==> src/unf_pkg.sv <==
// Package of constants and types for the receive-line noise filter.
package unf_pkg;

  // ==========================================================================
  // Noise rejection selector codes
  localparam logic [1:0] REJ_NONE = 2'h0;
  localparam logic [1:0] REJ_31   = 2'h1;
  localparam logic [1:0] REJ_63   = 2'h2;
  localparam logic [1:0] REJ_127  = 2'h3;

  // ==========================================================================
  // Glitch width thresholds in high-frequency clock periods
  localparam int         CNT_W   = 7;
  localparam logic [6:0] THR_31  = 7'h1F;
  localparam logic [6:0] THR_63  = 7'h3F;
  localparam logic [6:0] THR_127 = 7'h7F;

  // ==========================================================================
  // Transfer clock selector codes and fixed divisions
  localparam logic [2:0] XCLK_DIV13 = 3'h0;
  localparam logic [2:0] XCLK_TIMER = 3'h6;
  localparam logic [3:0] DIV13_LAST = 4'hC;
  localparam logic [15:0] DIV_8     = 16'h0008;
  localparam logic [15:0] DIV_16    = 16'h0010;
  localparam logic [15:0] DIV_32    = 16'h0020;

  // ==========================================================================
  // Reset values
  localparam logic RX_IDLE = 1'b1;

  // ==========================================================================
  // Configuration carried as one group
  typedef struct packed {
    logic [1:0] rx_noise_reject_sel;
    logic [2:0] transfer_clock_sel;
    logic [7:0] timer_compare_value;
    logic [2:0] timer_src_shift;
  } unf_cfg_s;

  // Filter states
  typedef enum logic [1:0] {
    FLT_STABLE  = 2'b01,
    FLT_QUALIFY = 2'b10
  } unf_state_e;

endpackage

==> src/unf_xfer_clk.sv <==
// Transfer clock tick generator: fixed divide by 13 or timer compare divide.
`timescale 1ns/100ps
module unf_xfer_clk (
  // Clock and reset
  input  wire logic            clk_sys,
  input  wire logic            rstn,
  // Configuration
  input  wire logic [2:0]      transfer_clock_sel,
  input  wire logic [7:0]      timer_compare_value,
  input  wire logic            timer_src_tick,
  // Tick out
  output logic                 xfer_tick
);

  // ==========================================================================
  // Dividers
  logic [3:0] div13_cnt;
  logic [3:0] next_div13_cnt;
  logic [7:0] tmr_cnt;
  logic [7:0] next_tmr_cnt;
  logic       next_xfer_tick;

  // A compare value of zero wraps to a full count of 256 source ticks.
  always_comb begin
    next_div13_cnt = div13_cnt;
    next_tmr_cnt   = tmr_cnt;
    next_xfer_tick = 1'b0;
    if (transfer_clock_sel == unf_pkg::XCLK_DIV13) begin
      if (div13_cnt == unf_pkg::DIV13_LAST) begin
        next_div13_cnt = 4'h0;
        next_xfer_tick = 1'b1;
      end else begin
        next_div13_cnt = div13_cnt + 4'h1;
      end
    end else begin
      next_div13_cnt = 4'h0;
    end
    if (transfer_clock_sel == unf_pkg::XCLK_TIMER) begin
      if (timer_src_tick) begin
        if (tmr_cnt == timer_compare_value - 8'h01) begin
          next_tmr_cnt   = 8'h00;
          next_xfer_tick = 1'b1;
        end else begin
          next_tmr_cnt = tmr_cnt + 8'h01;
        end
      end
    end else begin
      next_tmr_cnt = 8'h00;
    end
  end

  always_ff @(posedge clk_sys or negedge rstn) begin
    if (!rstn) begin
      div13_cnt <= 4'h0;
      tmr_cnt   <= 8'h00;
      xfer_tick <= 1'b0;
    end else begin
      div13_cnt <= next_div13_cnt;
      tmr_cnt   <= next_tmr_cnt;
      xfer_tick <= next_xfer_tick;
    end
  end

endmodule

==> src/unf_rx_noise_filter.sv <==
// Receive-line noise rejection stage with transfer clock and setting check.
//
// Behaviour
// - Selector 00 passes every receive-line level change straight through, unfiltered.
// - Selector 01 ignores any receive-line pulse narrower than 31 high-frequency clock periods.
// - Selector 10 ignores any receive-line pulse narrower than 63 high-frequency clock periods.
// - Selector 11 ignores any receive-line pulse narrower than 127 high-frequency clock periods.
// - The timer-derived transfer clock is the timer source clock divided by the compare value.
`timescale 1ns/100ps
module unf_rx_noise_filter (
  // Clock and reset
  input  wire logic                 clk_sys,
  input  wire logic                 rstn,
  // Receive pin from the external transmitter
  input  wire logic                 rxd_pin,
  // Configuration from the serial unit
  input  wire unf_pkg::unf_cfg_s    cfg,
  input  wire logic                 timer_src_tick,
  // Results
  output logic                      rx_filtered,
  output logic                      xfer_tick,
  output logic                      cfg_illegal
);

  // ==========================================================================
  // Helpers
  function automatic logic [6:0] reject_threshold(input logic [1:0] sel);
    logic [6:0] thr;
    thr = unf_pkg::THR_127;
    case (sel)
      unf_pkg::REJ_31: thr = unf_pkg::THR_31;
      unf_pkg::REJ_63: thr = unf_pkg::THR_63;
      default:         thr = unf_pkg::THR_127;
    endcase
    return thr;
  endfunction

  function automatic logic setting_forbidden(input unf_pkg::unf_cfg_s c);
    logic [15:0] div;
    logic        bad;
    div = 16'({8'h00, c.timer_compare_value} << c.timer_src_shift);
    bad = 1'b0;
    if (c.transfer_clock_sel == unf_pkg::XCLK_DIV13) begin
      bad = (c.rx_noise_reject_sel == unf_pkg::REJ_127);
    end else if (c.transfer_clock_sel == unf_pkg::XCLK_TIMER) begin
      if (div == unf_pkg::DIV_8) begin
        bad = (c.rx_noise_reject_sel != unf_pkg::REJ_NONE);
      end else if (div == unf_pkg::DIV_16) begin
        bad = (c.rx_noise_reject_sel > unf_pkg::REJ_31);
      end else if (div == unf_pkg::DIV_32) begin
        bad = (c.rx_noise_reject_sel == unf_pkg::REJ_127);
      end
    end
    return bad;
  endfunction

  // ==========================================================================
  // Pin synchroniser: only the second stage is read by logic.
  logic rx_meta;
  logic rx_sync;
  logic next_rx_meta;
  logic next_rx_sync;

  always_comb begin
    next_rx_meta = rxd_pin;
    next_rx_sync = rx_meta;
  end

  always_ff @(posedge clk_sys or negedge rstn) begin
    if (!rstn) begin
      rx_meta <= unf_pkg::RX_IDLE;
      rx_sync <= unf_pkg::RX_IDLE;
    end else begin
      rx_meta <= next_rx_meta;
      rx_sync <= next_rx_sync;
    end
  end

  // ==========================================================================
  // Glitch filter
  unf_pkg::unf_state_e state;
  unf_pkg::unf_state_e next_state;
  logic [unf_pkg::CNT_W-1:0] stable_cnt;
  logic [unf_pkg::CNT_W-1:0] next_stable_cnt;
  logic [6:0] thr;
  logic       next_rx_filtered;

  // A selector change mid-qualification takes effect on the running count,
  // which keeps the logic small at the cost of one odd-width pulse window.
  always_comb begin
    thr              = reject_threshold(cfg.rx_noise_reject_sel);
    next_state       = state;
    next_stable_cnt  = stable_cnt;
    next_rx_filtered = rx_filtered;
    if (cfg.rx_noise_reject_sel == unf_pkg::REJ_NONE) begin
      next_rx_filtered = rx_sync;
      next_state       = unf_pkg::FLT_STABLE;
      next_stable_cnt  = '0;
    end else begin
      case (state)
        unf_pkg::FLT_STABLE: begin
          if (rx_sync != rx_filtered) begin
            next_state      = unf_pkg::FLT_QUALIFY;
            next_stable_cnt = 7'h01;
          end
        end
        unf_pkg::FLT_QUALIFY: begin
          if (rx_sync == rx_filtered) begin
            next_state      = unf_pkg::FLT_STABLE;
            next_stable_cnt = '0;
          end else if (stable_cnt >= thr) begin
            next_rx_filtered = rx_sync;
            next_state       = unf_pkg::FLT_STABLE;
            next_stable_cnt  = '0;
          end else begin
            next_stable_cnt = stable_cnt + 7'h01;
          end
        end
        default: begin
          next_state      = unf_pkg::FLT_STABLE;
          next_stable_cnt = '0;
        end
      endcase
    end
  end

  always_ff @(posedge clk_sys or negedge rstn) begin
    if (!rstn) begin
      state       <= unf_pkg::FLT_STABLE;
      stable_cnt  <= '0;
      rx_filtered <= unf_pkg::RX_IDLE;
    end else begin
      state       <= next_state;
      stable_cnt  <= next_stable_cnt;
      rx_filtered <= next_rx_filtered;
    end
  end

  // ==========================================================================
  // Setting check, registered so the flag is glitch free.
  logic next_cfg_illegal;

  always_comb begin
    next_cfg_illegal = setting_forbidden(cfg);
  end

  always_ff @(posedge clk_sys or negedge rstn) begin
    if (!rstn) begin
      cfg_illegal <= 1'b0;
    end else begin
      cfg_illegal <= next_cfg_illegal;
    end
  end

  // ==========================================================================
  // Transfer clock
  unf_xfer_clk u_xfer_clk (
    .clk_sys             (clk_sys),
    .rstn                (rstn),
    .transfer_clock_sel  (cfg.transfer_clock_sel),
    .timer_compare_value (cfg.timer_compare_value),
    .timer_src_tick      (timer_src_tick),
    .xfer_tick           (xfer_tick)
  );

endmodule

==> config.mk <==
export PLATFORM = sky130hd
export DESIGN_NAME = unf_rx_noise_filter
export DESIGN_NICKNAME = d
export VERILOG_FILES = /design/src/unf_pkg.sv /design/src/unf_xfer_clk.sv /design/src/unf_rx_noise_filter.sv
export SDC_FILE = /design/constraint.sdc
export NUM_CORES = 1
export LEC_CHECK = 0
export BUFFER_PORTS_ARGS = -buffer_cell sky130_fd_sc_hd__buf_2
export CORE_ASPECT_RATIO = 1.4
export CORE_MARGIN = 4
export CORE_UTILIZATION = 55
export DETAILED_ROUTE_END_ITERATION = 7
export MAX_ROUTING_LAYER = met4
export PLACE_DENSITY = 0.77
export SLEW_MARGIN = 20
export SYNTH_ARGS = -nofsm -noshare
export SYNTH_HDL_FRONTEND = slang
export SYNTH_SLANG_ARGS = --single-unit
==> constraint.sdc <==
create_clock -name clk_sys -period 3.3 [get_ports clk_sys]
set_clock_uncertainty 0.1 [all_clocks]
set_input_delay 0.165 -clock clk_sys [delete_from_list [all_inputs] [get_ports clk_sys]]
set_output_delay 0.165 -clock clk_sys [all_outputs]
set_load 0.01 [all_outputs]
# Word level (Yosys, flattened, before mapping)
# Cells that the tools add are included.
dict set report word_totals {
  ff_bits 26
  out_inout_bits 3
  elab_cells 70
  in_bits 20
}
dict set report classes {
  n_reduce_logical 7
  shifts 1
  mux 30
  order_cmp 2
  add_sub_neg 4
  n_eq_ne 17
}
# op n
set ops {}
lappend ops {{$mux 7} 4}
lappend ops {{$pmux 7 s2} 2}
lappend ops {{$mux 8} 3}
lappend ops {{$eq 16x4->1 const B} 1}
lappend ops {{$eq 16x5->1 const B} 1}
lappend ops {{$eq 16x6->1 const B} 1}
lappend ops {{$shl 8x3->16} 1}
lappend ops {{$mux 1} 14}
lappend ops {{$add 8x1->8 const B} 1}
lappend ops {{$eq 8x8->1} 1}
lappend ops {{$mux 2} 4}
lappend ops {{$mux 4} 2}
lappend ops {{$sub 8x1->8 const B} 1}
lappend ops {{$add 7x1->7 const B} 1}
lappend ops {{$ge 7x7->1} 1}
lappend ops {{$eq 2x2->1 const B} 3}
lappend ops {{$reduce_bool 2->1} 3}
lappend ops {{$add 4x1->4 const B} 1}
lappend ops {{$eq 2x1->1 const B} 2}
lappend ops {{$eq 4x4->1 const B} 1}
lappend ops {{$ne 2x2->1 const B} 2}
lappend ops {{$ne 4x4->1 const B} 1}
lappend ops {{$pmux 2 s2} 1}
lappend ops {{$eq 3x3->1 const B} 1}
lappend ops {{8 further kinds} 8}

# Longest topological paths before layout
dict set report logic_depth {
  ltp_word 7
  ltp_mapped 8
  mapped_depth_nobuf 8
}

# Hierarchy
# From an unflattened synthesis, not the netlist that was laid out.
dict set report hier_totals {
  cells_unflattened 219
  area_unflattened_um2 2064.5
}
# module seq_area_each_um2 n_inst cells_per_inst area_each_um2
set by_module_without_submodules {}
lappend by_module_without_submodules {unf_rx_noise_filter 330.3 1 119 1103.6}
lappend by_module_without_submodules {unf_xfer_clk 325.3 1 100 960.9}

# Worst setup path before layout
# No wires, ideal clock.
dict set report synth_path {
  path_kind {input -> register}
  start {input port cfg[4] (netlist name)}
  end {register u_xfer_clk.xfer_tick}
  arrival_time_ns 1.668
  path_buffers 1
  setup_ns 0.068
  cell_stages 8
  path_slack_ns 1.464
  t_required_ns 3.132
  cell_sequence {buf_2 -> inv_1 -> ha_1 -> nand4bb_1 -> a211oi_2 -> o311ai_2 -> a211oi_4 -> a32o_1}
}
dict set report synth_via {
  elab_chain_len 5
}
# item line_no
set synth_lines {}
lappend synth_lines {{start, declared} unf_rx_noise_filter.sv:17} ;# input wire unf_pkg::unf_cfg_s cfg,
lappend synth_lines {{$sub 8x1->8} unf_xfer_clk.sv:40} ;# if (tmr_cnt == timer_compare_value - 8'h01) begin
lappend synth_lines {{$eq 8x8->1} unf_xfer_clk.sv:40}
lappend synth_lines {{$mux 1} unf_xfer_clk.sv:40}
lappend synth_lines {{$mux 1} unf_xfer_clk.sv:39} ;# if (timer_src_tick) begin
lappend synth_lines {{$mux 1} unf_xfer_clk.sv:38} ;# if (transfer_clock_sel == unf_pkg::XCLK_TIMER) begin
lappend synth_lines {{named net u_xfer_clk.next_xfer_tick} unf_xfer_clk.sv:21} ;# logic next_xfer_tick;
lappend synth_lines {{end signal, assigned} unf_xfer_clk.sv:60} ;# xfer_tick <= next_xfer_tick;
lappend synth_lines {{end, declared} unf_xfer_clk.sv:12} ;# output logic xfer_tick
# The timed path passes the listed nets, and every way through them passes these cells.
# A chain may end at the register's enable or synchronous reset.

# Worst setup path in the final report
dict set report layout_path {
  start {register stable_cnt[5] (netlist name)}
  end {register stable_cnt[4] (netlist name)}
}
dict set report layout_via {
  elab_chain_len 5
}
# item line_no
set layout_lines {}
lappend layout_lines {{start, declared} unf_rx_noise_filter.sv:83} ;# logic [unf_pkg::CNT_W-1:0] stable_cnt;
lappend layout_lines {{start signal, assigned} unf_rx_noise_filter.sv:134} ;# stable_cnt <= next_stable_cnt;
lappend layout_lines {{$ge 7x7->1} unf_rx_noise_filter.sv:111} ;# end else if (stable_cnt >= thr) begin
lappend layout_lines {{$mux 7} unf_rx_noise_filter.sv:111}
lappend layout_lines {{$mux 7} unf_rx_noise_filter.sv:108} ;# if (rx_sync == rx_filtered) begin
lappend layout_lines {{$pmux 7 s2} unf_rx_noise_filter.sv:100} ;# case (state)
lappend layout_lines {{$mux 7} unf_rx_noise_filter.sv:95} ;# if (cfg.rx_noise_reject_sel == unf_pkg::REJ_NONE) begin
# Every way passes these cells.

==> flow_summary.yaml <==
power:
  power_leakage_nw: 0.979
  total_power_mw: 0.847
  power.density_nw_per_um2: 378
  ir_worst_vdd_v: 0.000288
floorplan:
  start_util_pct: 56.9
  fp.dieH_um: 80.3
  top_level_ports: 23
  die_w_um: 59.7
  die_area_um2: 4790
  core_um2: 3610
  rows: 26
critical_path:
  worstPathRequired_ps: 3380
  slowest_stage: "o2111ai_1"
  start_kind: "flip-flop"
  cp.arrival_ps: 2140
  cp_max_fo: 8
  crit_family: "compound AO/OA/AOI/OAI gates"
  slowest_delay_ps: 510
  cp.buffers_inverters: 0
  end_kind: "flip-flop"
  critPathKind: "flip-flop to flip-flop"
  crit_chain: "ha_1, and4_1, a21oi_1, o2111ai_1, o21ai_0, a21o_1"
synth:
  yosysTopAreaCellShare_pct: 26.8
  synth_edf_count: 0
  synth_area_leader_cell: "dfrtp_1"
  yosys-top-cells-area: "dfrtp_1, ha_1, dfstp_2"
  synth_async_sr_flop_share_pct: 100
  synth_cell_types: 63
  ys.flop_type: "dfrtp_1"
  synth_seq_cells: 26
  synthCells: 225
  ys_warn_count: 0
  netlist_area_um2: 2050
  ys_seq_area_share_pct: 31.9
  syn_area_per_cell_um2: 9.13
  syn-num-nets: 257
placement:
  placed_cells: 278
  port_buffers: 22
  place_congestion: 0.797
  dpl_cell_area_um2: 2150
  hpwl_um: 3050
detailed_routing:
  postRouteAntennaNets: 0
  drtIter0Drc: 48
  wl_um: 4090
  vias: 1688
  drc: 0
  drt_pre_antenna_iters: 4
  wl_per_cell_um: 14.4
  vias_per_cell: 5.94
global_route:
  grt_overflow: 0
  first_global_vias: 1641
  antenna_found_initial: 0
  grt_pass1_wl_um: 6880
  grt_max_degree: 27
  grt_usage_pct: 18.6
sta:
  tns_ps: 0
  finalHoldViolations: 0
  slew_headroom_pct: 54.6
  rsz0062_at_grt: "no"
  whs_ps: 153
  max_slew.worst_pin.slew_ps: 676
  period_share_pct: 62.6
  slew_viol_final: 0
  period_minus_slack_ps: 2070
  max_freq_mhz: 484
  setup_viol: 0
finish:
  layoutNonFillerInstCount: 284
  antenna_cells: 0
  final_area_um2: 2240
  nets: 275
  drive_gt1_share_pct: 16.9
  area_delta_synth_final_pct: 9.07
clock_network:
  insertion_delay_ps: 270
  numCtsBuffers: 3
  cts_setup_buffers: 0
  cts_resized: 0
  cts_buffer_depth: 2
  root_buffer: "clkbuf_8"
  tritoncts: "yes"
  cts.sink_count: 26
  cts-htree-levels: 1
  holdBufCountCts: 2
  path_clk_slew_ps: 90
status:
  status: "completed"
run:
  cap_violations: 0
worst_hold_path:
  hp-class: "primary input to flip-flop"
-- path summary, 6_finish.rpt --
check | from | cells past startpoint | slack [ps] | to
setup / recovery | stable_cnt[5] | 6 | 1230 | stable_cnt[4]
hold / removal | cfg[11] | 4 | 150 | u_xfer_clk.tmr_cnt[0]
setup reg to reg | stable_cnt[5] | 6 | 1230 | stable_cnt[4]
hold reg to reg | next_rx_sync | 0 | 260 | rx_sync
max in group asynchronous | rstn | 2 | 2410 | u_xfer_clk.tmr_cnt[6]
min in group asynchronous | rstn | 2 | 300 | stable_cnt[2]
-- worst min-delay path, delay by kind of cell --
| family | cells | cell delay, ps |
|---|---|---|
| buffers and inverters | 1 | 90 |
| AND/OR/NAND/NOR | 2 | 160 |
| AO/OA/AOI/OAI | 1 | 60 |
-- flip-flops by register name, indices dropped and copies added, names as in the netlist --
signal / cells
u_xfer_clk.div13_cnt: 4
stable_cnt: 7
state: 2
u_xfer_clk.tmr_cnt: 8
rx_sync: 1
cfg_illegal: 1
next_rx_sync: 1
rx_filtered: 1
u_xfer_clk.xfer_tick: 1
-- kinds of logic (layout without fill, tap and decap cells) --
kind of cell / after synthesis / count (layout) / synth area share [%]
simple gates: 75 / 75 / 21.9
compound gates: 65 / 65 / 23.0
flops: 26 / 26 / 31.9
buf+inv: 26 / 43 / 6.03
xor+xnor: 16 / 16 / 6.82
fa+ha+maj: 12 / 12 / 7.31
mux: 5 / 5 / 3.11
-- per-stage QoR --
step | worst slack (ps) | util [%]
2_1_floorplan | 1460 | -
3_3_place_gp | 1180 | 59.5
3_5_place_dp | 1130 | 59.5
4_1_cts | 1230 | 62.1
5_1_grt | 1050 | 62.1
6_report | 1230 | 62.1
-- synthesized netlist by cell type, drive strengths merged, types with 3 or more instances --
| library cell | count |
|---|---|
| dfrtp | 22 |
| a21boi | 3 |
| nor3 | 8 |
| a211oi | 10 |
| o21ai | 16 |
| or2 | 5 |
| nand3b | 8 |
| xor2 | 10 |
| nand3 | 6 |
| a21o | 5 |
| nor2 | 11 |
| nand2b | 5 |
| nor3b | 4 |
| inv | 15 |
| and3 | 3 |
| xnor2 | 6 |
| buf | 6 |
| clkbuf | 5 |
| mux2i | 3 |
| ha | 12 |
| nand2 | 9 |
| a21oi | 11 |
| dfstp | 4 |
| nor2b | 4 |
-- metal layers --
layer | track usage [%] | part of all wire, % | up-vias
li1 | - | - | 860
met1 | 21.9 | 44 | 802
met2 | 32.6 | 51 | 19
met3 | 2.57 | 3.0 | 7
met4 | 4.88 | 1.4 | 0
met5 | - | 0 | -
-- power by group --
part	internal, mW	switching (mW)	leakage, nW	total, mW
combinational	0.0914	0.125	0.597	0.217
clock	0.162	0.106	0.0357	0.269
sequential	0.345	0.0166	0.346	0.362
-- cell usage in the layout (no fill, tap or decap), drive strengths merged, types with 3 or more instances in the layout --
| cell | count |
|---|---|
| dfstp | 4 |
| or2 | 5 |
| nand3b | 8 |
| ha | 12 |
| dfrtp | 22 |
| nor2b | 4 |
| and3 | 3 |
| inv | 15 |
| a21o | 5 |
| nor3b | 4 |
| a21boi | 3 |
| nand2 | 9 |
| nor3 | 8 |
| xnor2 | 6 |
| nand3 | 6 |
| mux2i | 3 |
| nand2b | 5 |
| a211oi | 10 |
| buf | 22 |
| nor2 | 11 |
| a21oi | 11 |
| xor2 | 10 |
| o21ai | 16 |
| clkbuf | 3 |
-- cell type report --
class | instances | area (µm²)
Clock buffer | 3 | 41.3
Fill cell | 336 | 1370
Sequential cell | 26 | 656
Clock inverter | 1 | 30.0
Inverter | 15 | 56.3
Tap cell | 42 | 52.6
Timing Repair Buffer | 24 | 130
Multi-Input combinational cell | 173 | 1270
Power figures use the tool's default switching activity.
